$ cat config.mk
export PLATFORM = sky130hd
export DESIGN_NAME = set_sequencer
export DESIGN_NICKNAME = d
export VERILOG_FILES = /design/src/seq_pkg.sv /design/src/set_sequencer.sv
export SDC_FILE = /design/constraint.sdc
export NUM_CORES = 2
export LEC_CHECK = 0
export BUFFER_PORTS_ARGS = -buffer_cell sky130_fd_sc_hd__buf_2
export CAP_MARGIN = 20
export CORE_UTILIZATION = 42
export DETAILED_ROUTE_END_ITERATION = 7
export PLACE_DENSITY_LB_ADDON = 0.1
export SLEW_MARGIN = 20
export SYNTH_ARGS = -nofsm -noshare
export SYNTH_HDL_FRONTEND = slang
export SYNTH_SLANG_ARGS = --single-unit
$ cat constraint.sdc
create_clock -name pclk -period 4 [get_ports pclk]
set_input_delay 0.4 -clock pclk [delete_from_list [all_inputs] [get_ports pclk]]
set_output_delay 0.4 -clock pclk [all_outputs]
set_load 0.05 [all_outputs]
$ cat src/seq_pkg.sv
// constants, register layout and types for the controlled parameter-set sequencer
package seq_pkg;

  // register byte offsets
  localparam logic [7:0] CTRL_OFS   = 8'h00;
  localparam logic [7:0] COUNT_OFS  = 8'h04;
  localparam logic [7:0] SELECT_OFS = 8'h08;
  localparam logic [7:0] CMD_OFS    = 8'h0c;
  localparam logic [7:0] ACTIVE_OFS = 8'h10;
  localparam logic [7:0] STATUS_OFS = 8'h14;

  // command bits, select layout, status layout
  localparam int CMD_STORE_BIT    = 0;
  localparam int CMD_ADVANCE_BIT  = 1;
  localparam int SEL_REPEAT_LSB   = 8;
  localparam int STAT_WAIT_BIT    = 8;
  localparam int STAT_ON_BIT      = 9;

  // set sizing and reset values
  localparam int             MAX_SETS       = 64;
  localparam logic [6:0]     COUNT_RESET    = 7'h01;
  localparam logic [8:0]     REPEAT_RESET   = 9'h001;

  // settle window on the control lines, 1 us at 200 MHz
  localparam int CLK_MHZ     = 200;
  localparam int SETTLE_NS   = 1000;
  localparam int SETTLE_CYC  = (SETTLE_NS * CLK_MHZ + 999) / 1000;

  typedef enum logic [1:0] {SRC_ALWAYS, SRC_LINE, SRC_OFF} advance_policy_t;

  // control register: {invert[3:0], restart_en, restart_line, advance_line, policy, on}
  typedef struct packed {
    logic [3:0]      line_invert;
    logic            restart_en;
    logic [1:0]      restart_line;
    logic [1:0]      advance_line;
    advance_policy_t advance_policy;
    logic            sequencer_on;
  } ctrl_t;

endpackage

$ cat src/set_sequencer.sv
// controlled parameter-set sequencer with apb register access
//
// Our own choices: the address map and the APB slave port.
`timescale 1ns/1ps
module set_sequencer #(
  parameter int PARAM_W = 32,
  parameter int ADDR_W  = 8
) (
  // clock and reset
  input  wire logic               pclk,
  input  wire logic               presetn,
  // apb slave
  input  wire logic               psel,
  input  wire logic               penable,
  input  wire logic               pwrite,
  input  wire logic [ADDR_W-1:0]  paddr,
  input  wire logic [31:0]        pwdata,
  output logic      [31:0]        prdata,
  output logic                    pready,
  output logic                    pslverr,
  // pins: frame trigger and the four input lines
  input  wire logic               frame_trigger,
  input  wire logic [3:0]         in_lines,
  // active set toward the sensor
  output logic [PARAM_W-1:0]      active_value,
  output logic [5:0]              active_index,
  output logic                    set_loaded,
  output logic                    frame_go,
  output logic                    waiting_trigger
);
  import seq_pkg::*;

  // settle reload in clocks; nine bits hold the 1 us window at this clock
  localparam logic [8:0] SETTLE_LD = 9'(SETTLE_CYC);

  // parameter-set storage
  logic [PARAM_W-1:0] set_val    [MAX_SETS];
  logic [8:0]         set_repeat [MAX_SETS];

  // registers
  ctrl_t              ctrl_q, ctrl_d;
  logic [6:0]         count_q, count_d;
  logic [5:0]         sel_q, sel_d;
  logic [8:0]         repeat_q, repeat_d;
  logic [PARAM_W-1:0] active_q, active_d;
  logic [PARAM_W-1:0] backup_q, backup_d;
  logic [5:0]         idx_q, idx_d;
  logic [8:0]         settle_q, settle_d;
  logic               loaded_q, loaded_d;
  logic               go_q, go_d;

  // synchronisers: stage 1 feeds stage 2 only, stage 3 is for edge and change detection
  logic [4:0] sync1_q, sync2_q, sync3_q;
  logic [4:0] pin_raw;

  // decoded strobes, line levels and the next index
  logic        wr, rd, store_cmd, adv_cmd, trig_edge, accept;
  logic [3:0]  lvl, lvl_old;
  logic        adv_lvl, rst_lvl, line_moving, store_en;
  logic [5:0]  next_idx;

  // apb decode; pready always high, so every access is zero wait
  assign wr        = psel & penable & pwrite;
  assign rd        = psel & penable & ~pwrite;
  assign pready    = 1'b1;
  assign store_cmd = wr && paddr == CMD_OFS && pwdata[CMD_STORE_BIT];
  assign adv_cmd   = wr && paddr == CMD_OFS && pwdata[CMD_ADVANCE_BIT];

  function automatic logic mapped(input logic [ADDR_W-1:0] a);
    mapped = a == CTRL_OFS || a == COUNT_OFS || a == SELECT_OFS ||
             a == CMD_OFS || a == ACTIVE_OFS || a == STATUS_OFS;
  endfunction

  // a watched line moved between the last two synchronised samples
  function automatic logic line_flip(input logic [3:0] cur, input logic [3:0] prv,
                                     input logic [1:0] pick);
    line_flip = cur[pick] != prv[pick];
  endfunction

  // line levels after invert, on synchronised copies only
  // invert acts after the flops, so changing it never looks like a line edge
  assign lvl     = sync2_q[3:0] ^ ctrl_q.line_invert;
  assign lvl_old = sync3_q[3:0] ^ ctrl_q.line_invert;
  assign adv_lvl = lvl[ctrl_q.advance_line];
  assign rst_lvl = ctrl_q.restart_en & lvl[ctrl_q.restart_line];
  assign line_moving =
    (ctrl_q.advance_policy == SRC_LINE && line_flip(lvl, lvl_old, ctrl_q.advance_line)) ||
    (ctrl_q.restart_en && line_flip(lvl, lvl_old, ctrl_q.restart_line));

  // a trigger counts only while waiting; one landing in the settle window is dropped
  assign trig_edge       = sync2_q[4] & ~sync3_q[4];
  assign waiting_trigger = ctrl_q.sequencer_on & ~line_moving & (settle_q == 9'h000);
  assign accept          = trig_edge & waiting_trigger;

  // ascending order with wrap at the configured count
  // a count of one keeps the index at zero
  assign next_idx = ({1'b0, idx_q} == count_q - 7'h01) ? 6'h00 : idx_q + 6'h01;

  // store only while stopped, so a set never changes under the sequencer
  assign store_en = store_cmd & ~ctrl_q.sequencer_on;

  // configuration registers; reserved bits are dropped on write
  always_comb
  begin
    ctrl_d   = ctrl_q;
    count_d  = count_q;
    sel_d    = sel_q;
    repeat_d = repeat_q;
    if (wr)
    begin
      unique case (paddr)
        CTRL_OFS:   ctrl_d = ctrl_t'(pwdata[11:0]);
        COUNT_OFS:
        begin
          // clamp into 1..64; the full word is checked first so large values saturate
          if (pwdata > 32'(MAX_SETS))
            count_d = 7'(MAX_SETS);
          else if (pwdata[6:0] == 7'h00)
            count_d = 7'h01;
          else
            count_d = pwdata[6:0];
        end
        SELECT_OFS:
        begin
          sel_d    = pwdata[5:0];
          repeat_d = pwdata[SEL_REPEAT_LSB +: 9];
        end
        default:    ;
      endcase
    end
  end

  // configuration flops
  always_ff @(posedge pclk or negedge presetn)
  begin
    if (!presetn)
    begin
      ctrl_q   <= '0;
      count_q  <= COUNT_RESET;
      sel_q    <= 6'h00;
      repeat_q <= REPEAT_RESET;
    end
    else
    begin
      ctrl_q   <= ctrl_d;
      count_q  <= count_d;
      sel_q    <= sel_d;
      repeat_q <= repeat_d;
    end
  end

  // sequencing: enable, disable, accepted trigger, then software advance
  // the count is not checked against the index while cycling, so keep it
  // fixed while the sequencer is on
  always_comb
  begin
    active_d = active_q;
    backup_d = backup_q;
    idx_d    = idx_q;
    loaded_d = 1'b0;
    go_d     = accept;
    // user writes to the active value are taken on or off, unless a frame trigger loads a set in the same clock
    if (wr && paddr == ACTIVE_OFS)
      active_d = pwdata[PARAM_W-1:0];
    // enable: remember the user values, start the cycle at set 0
    if (ctrl_d.sequencer_on && !ctrl_q.sequencer_on)
    begin
      backup_d = active_d;
      active_d = set_val[0];
      idx_d    = 6'h00;
      loaded_d = 1'b1;
    end
    // disable: stop and put the user values back
    else if (!ctrl_d.sequencer_on && ctrl_q.sequencer_on)
    begin
      active_d = backup_q;
      idx_d    = 6'h00;
    end
    // frame trigger: restart first, then the selected advance source
    else if (ctrl_q.sequencer_on && accept)
    begin
      if (rst_lvl)
      begin
        idx_d    = 6'h00;
        active_d = set_val[0];
        loaded_d = 1'b1;
      end
      else if (ctrl_q.advance_policy == SRC_ALWAYS ||
               (ctrl_q.advance_policy == SRC_LINE && adv_lvl))
      begin
        idx_d    = next_idx;
        active_d = set_val[next_idx];
        loaded_d = 1'b1;
      end
    end
    // software advance steps only when no control source is selected
    else if (ctrl_q.sequencer_on && adv_cmd && ctrl_q.advance_policy == SRC_OFF)
    begin
      idx_d    = next_idx;
      active_d = set_val[next_idx];
      loaded_d = 1'b1;
    end
  end

  // active set flops; the pulses last exactly one clock
  always_ff @(posedge pclk or negedge presetn)
  begin
    if (!presetn)
    begin
      active_q <= '0;
      backup_q <= '0;
      idx_q    <= 6'h00;
      loaded_q <= 1'b0;
      go_q     <= 1'b0;
    end
    else
    begin
      active_q <= active_d;
      backup_q <= backup_d;
      idx_q    <= idx_d;
      loaded_q <= loaded_d;
      go_q     <= go_d;
    end
  end

  // settle window: reload on any watched line change, then count down to zero
  // a bouncing line reloads the window rather than extending a stale one
  always_comb
  begin
    settle_d = (settle_q != 9'h000) ? settle_q - 9'h001 : 9'h000;
    if (line_moving)
      settle_d = SETTLE_LD;
  end

  // settle counter flop
  always_ff @(posedge pclk or negedge presetn)
  begin
    if (!presetn)
      settle_q <= 9'h000;
    else
      settle_q <= settle_d;
  end

  // pins are asynchronous: two flops before any logic reads them
  // stage 3 only feeds the edge and change detectors
  assign pin_raw = {frame_trigger, in_lines};

  always_ff @(posedge pclk or negedge presetn)
  begin
    if (!presetn)
    begin
      sync1_q <= 5'h00;
      sync2_q <= 5'h00;
      sync3_q <= 5'h00;
    end
    else
    begin
      sync1_q <= pin_raw;
      sync2_q <= sync1_q;
      sync3_q <= sync2_q;
    end
  end

  // set storage has no reset; store is refused while cycling so sets stay stable
  // a store issued while cycling is dropped rather than queued
  always_ff @(posedge pclk)
  begin
    if (store_en)
    begin
      set_val[sel_q]    <= active_q;
      set_repeat[sel_q] <= repeat_q;
    end
  end

  // unmapped addresses answer with pslverr and zero read data
  assign pslverr = psel & penable & ~mapped(paddr);

  // read data; zero outside the access phase of a read
  always_comb
  begin
    prdata  = 32'h0000_0000;
    if (rd)
    begin
      unique case (paddr)
        CTRL_OFS:   prdata = {20'h00000, ctrl_q};
        COUNT_OFS:  prdata = {25'h0000000, count_q};
        SELECT_OFS: prdata = {15'h0000, set_repeat[sel_q], 2'b00, sel_q};
        ACTIVE_OFS: prdata = 32'(active_q);
        STATUS_OFS:
        begin
          prdata                = {26'h0000000, idx_q};
          prdata[STAT_WAIT_BIT] = waiting_trigger;
          prdata[STAT_ON_BIT]   = ctrl_q.sequencer_on;
        end
        default:    prdata = 32'h0000_0000;
      endcase
    end
  end

  // outputs toward the datapath come from flops
  assign active_value = active_q;
  assign active_index = idx_q;
  assign set_loaded   = loaded_q;
  assign frame_go     = go_q;

endmodule // set_sequencer

# Word-level counts from Yosys, hierarchy flattened

Memories as Yosys holds them, arrays and structs flattened.
Cells that the tools add are included.

Mux-type cells: 38
Bitwise operators: 17
Eq/ne operators: 11
$lt $le $gt $ge: 3
Reductions and logical operators: 31
Add/subtract/negate cells: 3

Operators by type and width:

| kind                                                                              | count |
|---|---|
| 32-bit 2-to-1 mux                                                                 | 8 |
| 32-bit case mux with 5 select lines                                               | 1 |
| 6-bit 2-to-1 mux                                                                  | 7 |
| 32-bit by 7-bit greater-than comparator with 1-bit output (second input constant) | 1 |
| 9-bit 2-to-1 mux                                                                  | 2 |
| 8-bit by 4-bit == test with 1-bit output (second input constant)                  | 2 |
| 8-bit by 5-bit == test with 1-bit output (second input constant)                  | 2 |
| 1-bit 2-to-1 mux                                                                  | 14 |
| 7-bit 2-to-1 mux                                                                  | 2 |
| 1-bit logical AND                                                                 | 12 |
| 1-bit bitwise AND                                                                 | 10 |
| 9-bit zero test                                                                   | 1 |
| 9-bit nonzero test                                                                | 1 |
| 9-bit by 1-bit subtractor with 9-bit output (second input constant)               | 1 |
| 1-bit binary-select mux with 2-bit select                                         | 4 |
| 8-bit by 3-bit == test with 1-bit output (second input constant)                  | 1 |
| 8-bit zero test                                                                   | 1 |
| 2-bit AND reduction                                                               | 4 |
| 4-bit bitwise XOR                                                                 | 2 |
| 6-bit by 7-bit == test with 1-bit output                                          | 1 |
| 7-bit zero test                                                                   | 1 |
| 1-bit logical OR                                                                  | 7 |
| 7-bit by 1-bit subtractor with 7-bit output (second input constant)               | 1 |
| 6-bit by 1-bit adder with 6-bit output (second input constant)                    | 1 |
| 9 further kinds                                                                   | 16 |

Memories: 2
Memory bits (writable): 2624
Register bits after elaboration: 130

Memories:

| memory     | words | bits a word | read ports | clocked after Yosys merged registers in | wr ports | RTL line            | source |
|---|---|---|---|---|---|---|---|
| set_val    | 64    | 32          | 2          | 0                                       | 1        | set_sequencer.sv:37 | `logic [PARAM_W-1:0] set_val [MAX_SETS];` |
| set_repeat | 64    | 9           | 1          | 0                                       | 1        | set_sequencer.sv:38 | `logic [8:0] set_repeat [MAX_SETS];` |

# Logic depth before layout (Yosys ltp)

Word-level depth: 14
Gate-level depth with buffers: 16
Depth with buffers taken out: 14

# Least setup slack after synthesis

OpenSTA, ideal clock, no wires.

Path type: input -> register
Start point: input port paddr[1]
End point: memory set_repeat[0][0], enable pin
Arrival: 3.901 ns
Stages on the path: 6
Setup slack: -0.341 ns
Cells stage by stage: or4_1 -> nor3_2 -> nand4_1 -> nor3b_1 -> nand2_1 -> nor2_1

Word-level cells in the longest chain between the ends: 6

RTL lines:

| item                                     | RTL line             | source |
|---|---|---|
| start, declared                          | set_sequencer.sv:16  | `input wire logic [ADDR_W-1:0] paddr,` |
| 8-bit by 4-bit == test with 1-bit output | set_sequencer.sv:66  | `assign store_cmd = wr && paddr == CMD_OFS && pwdata[CMD_STORE_BIT];` |
| 1-bit logical AND (2 in a row)           | set_sequencer.sv:66  |  |
| 1-bit bitwise AND                        | set_sequencer.sv:100 | `assign store_en = store_cmd & ~ctrl_q.sequencer_on;` |
| 1-bit 2-to-1 mux                         | set_sequencer.sv:268 | `if (store_en)` |
| 1-bit 2-to-1 mux (implied by the code)   | set_sequencer.sv:271 | `set_repeat[sel_q] <= repeat_q;` |
| end, declared                            | set_sequencer.sv:38  |  |

No other way between the ends.

# Worst setup path after layout

Start point: register sel_q[2]
End point: output port prdata[16]

Word-level cells in the longest chain between the ends: 3

RTL lines:

| item                                | RTL line             | source |
|---|---|---|
| start, declared                     | set_sequencer.sv:43  | `logic [5:0] sel_q, sel_d;` |
| start signal, assigned              | set_sequencer.sv:147 | `sel_q <= sel_d;` |
| memory read 64 x 9 bit              | n/a                  |  |
| 32-bit case mux with 5 select lines | set_sequencer.sv:284 | `unique case (paddr)` |
| 32-bit 2-to-1 mux                   | set_sequencer.sv:282 | `if (rd)` |
| end, declared                       | set_sequencer.sv:18  | `output logic [31:0] prdata,` |

No other way between the ends.

==> flow_summary.toml <==
[run_status]
status = "finished, violations left"
violations = "negative setup slack"

[logic_synthesis]
synth_adder_area_share_pct = 0.0576
synth.distinct_cells = 83
synth-simple-area-share_pct = 7.77
avgSynthCellArea_um2 = 15.7
ys_warn_count = 0
ys_async_sr_fraction_pct = 4.72
ys_ff_latch = 2754
synth_top_family_by_area = "compound AO/OA/AOI/OAI gates"
synthMuxAreaShare_pct = 4.25
synth_compound_area_share_pct = 10.2
netlist_instances = 6926
synth_flop_cell = "edfxtp_1"
synthXorXnorAreaFrac_pct = 0.312
synth_area_um2 = 109000
syn_nets = 6981
synth_edf_count = 2624
ys_seq_area_share_pct = 75.5

[power_and_ir_drop]
finalPower_mw = 88.3
leakage_nw = 42.7
p_per_area_nw_per_um2 = 685
power.share.switching_pct = 35.1
combPwrFrac_pct = 28.4
vdd_drop_max_v = 0.000966
power.internal_mw = 57.3
p_seq_share_pct = 40.7
clockPowerShare_pct = 30.9
p_switching_mw = 31.0

[cts]
cts_max_level = 5
cts_made_buffers = 312
clock_latency_ns = 0.93
cts_root_buf = "clkbuf_16"
clk_pin_slew_ns = 0.06
cts_sinks = 2754
cts_tree = "done"
cts_buffer_depth = 4

[route]
routed_wl_um = 375000
drtAntennaViolNets = 0
vias_per_cell = 6.09
drtIter0Drc = 7436
drc = 0
wire_per_inst_um = 33.9
via_count = 67400
firstDrtPassIters = 6

[sta]
skew_ns = 0.0716
max_clock_freq_mhz = 249
hold_viol = 0
fin_crit_ns = 4.02
worst_slack_ns = -0.0220
tns_ns = -0.0658
fin_crit_sh_pct = 101
setup_violations = 6
worst_pin_slew_ns = 1.19
rsz0062_at_grt = "yes"
slew_headroom_pct = 20.2
maxSlewViolCount = 0

[place]
place_inst = 10400
place_congestion = 0.956
portBuffers = 123
hpwlAfterDp_um = 235000
place_area_um2 = 118000

[global_route]
grt_max_degree = 120
grt.overflow.total = 0
grt_pass1_wl_um = 520000
grt_pass1_vias = 65900
track_usage_pct = 28.5
antenna_found_initial = 21

[floorplanning]
die_x_um = 511
die_h_um = 511
pin_count = 125
die_area_um2 = 261000
row_count = 186
core_um2 = 257000
initial_core_util_pct = 42.3

[critical_path]
worstPathRequired_ns = 3.60
critPathLaunchType = "register"
path_max_fanout = 14
critPathKind = "reg -> out"
arrival_ns = 3.62
end_kind = "primary output"

[finish]
mostFrequentLayoutCells = "edfxtp_1 (2624), nand2_1 (772), buf_4 (385)"
fin_nets = 7483
layout.cells.most_common = "edfxtp_1"
drive_gt1_share_pct = 20.6
fin_util_pct = 50.2
final_cells = 11100
area_delta_synth_final_pct = 18.7
stdcell_area_um2 = 129000

[run]
maxCapViolations = 0

[worst_hold_path]
hold_path_class = "in -> async"
## metrics by stage
stage | hold slack (ns) | setup WS (ns)
after floorplan | 0.104 | -0.341
after global placement | 0.337 | -0.509
after detailed placement | 0.338 | -0.463
after CTS | 0.00267 | -0.0462
after global routing | 0.0137 | -0.126
final | 0.0574 | -0.0220
## power groups by stage
stage	logic (mW)	registers, mW	clock network [mW]
after floorplan	12.0	37.0	0
after global placement	25.1	36.5	0
after detailed placement	25.2	36.5	0
after CTS	25.3	35.9	27.6
after global routing	26.2	36.0	28.6
final	25.1	36.0	27.2
## cell usage after synthesis (122+ instances only)
library cell  number  area share (%)
nor2_1           335             1.2
edfxtp_1        2624              73
nand3_1          247             1.1
a31oi_1          155            0.89
a22oi_1          208             1.4
a221oi_1         122            0.98
o22ai_1          129            0.74
o21ai_0          125            0.58
clkbuf_1         386             1.3
mux2i_1          197             1.8
dfrtp_1          128             2.9
nand2_1          773             2.7
## cell families after synthesis
family          after synthesis
simple gates               1823
mux                         332
fa+ha+maj                     5
flops                      2754
other cells                   1
buf+inv                     514
compound gates             1460
xor+xnor                     37
## repair_timing
| item | CTS | global route |
|---|---|---|
| setup endpoints to repair | 13 | 12 |
| endpoints found under the hold margin | 93 | 1 |
| resized for setup | 114 | 21 |
| buffers inserted | 34 | 5 |
| hold buffers | 28 | 1 |
| cloned | 5 | 1 |
| pin swaps | 23 | 19 |
## layer usage
layer | global-route usage [%] | wire length [um] | vias up | part of all wire, %
li1 | - | - | 28800 | -
met1 | 37.0 | 149000 | 35100 | 40
met2 | 46.6 | 182000 | 2815 | 49
met3 | 4.20 | 22700 | 669 | 6.1
met4 | 14.6 | 21000 | 0 | 5.6
met5 | 0 | 0 | - | 0
## state kept, by name, summed over array words and instances (netlist names)
register	count
active_index	6
active_value	32
backup_q	32
count_q	7
ctrl_q	12
frame_go	1
repeat_q	9
sel_q	6
set_loaded	1
set_repeat	576
set_val	2048
settle_q	9
sync1_q	5
sync2_q	5
sync3_q	5
## final timing paths
kind	to	startpoint	cells past startpoint	slack, ns
hold / removal	backup_q[26]	presetn	2	0.06
min in group pclk	backup_q[18]	pwdata[18]	3	0.06
max in group asynchronous	active_index[0]	presetn	3	2.87
hold reg to reg	sync2_q[4]	sync1_q[4]	0	0.35
setup / recovery	prdata[16]	sel_q[2]	13	-0.02
setup reg to reg	active_value[6]	active_index[0]	12	0.10
## critical path, stage by stage (launching register included)
cell	delay (ns)
dfrtp_2	0.44
buf_6	0.15
buf_4	0.11
nor3_2	0.04
buf_12	0.18
buf_16	0.19
a22o_1	0.27
a221oi_4	0.23
a31oi_4	0.17
nor4_4	0.31
nand3_1	0.13
a22oi_2	0.23
nor2_1	0.10
buf_6	0.16
## final cells by class
class | instances | area (um^2)
repair buffers | 690 | 6980
clock inverters | 130 | 1160
flip-flops and latches | 2754 | 82100
inverters | 11 | 48.8
multi-input cells | 3659 | 25900
clock buffers | 412 | 8400
fillers | 21500 | 128000
well taps | 3384 | 4230
diodes | 23 | 57.6
No activity file was read; power rests on OpenSTA's default activity.
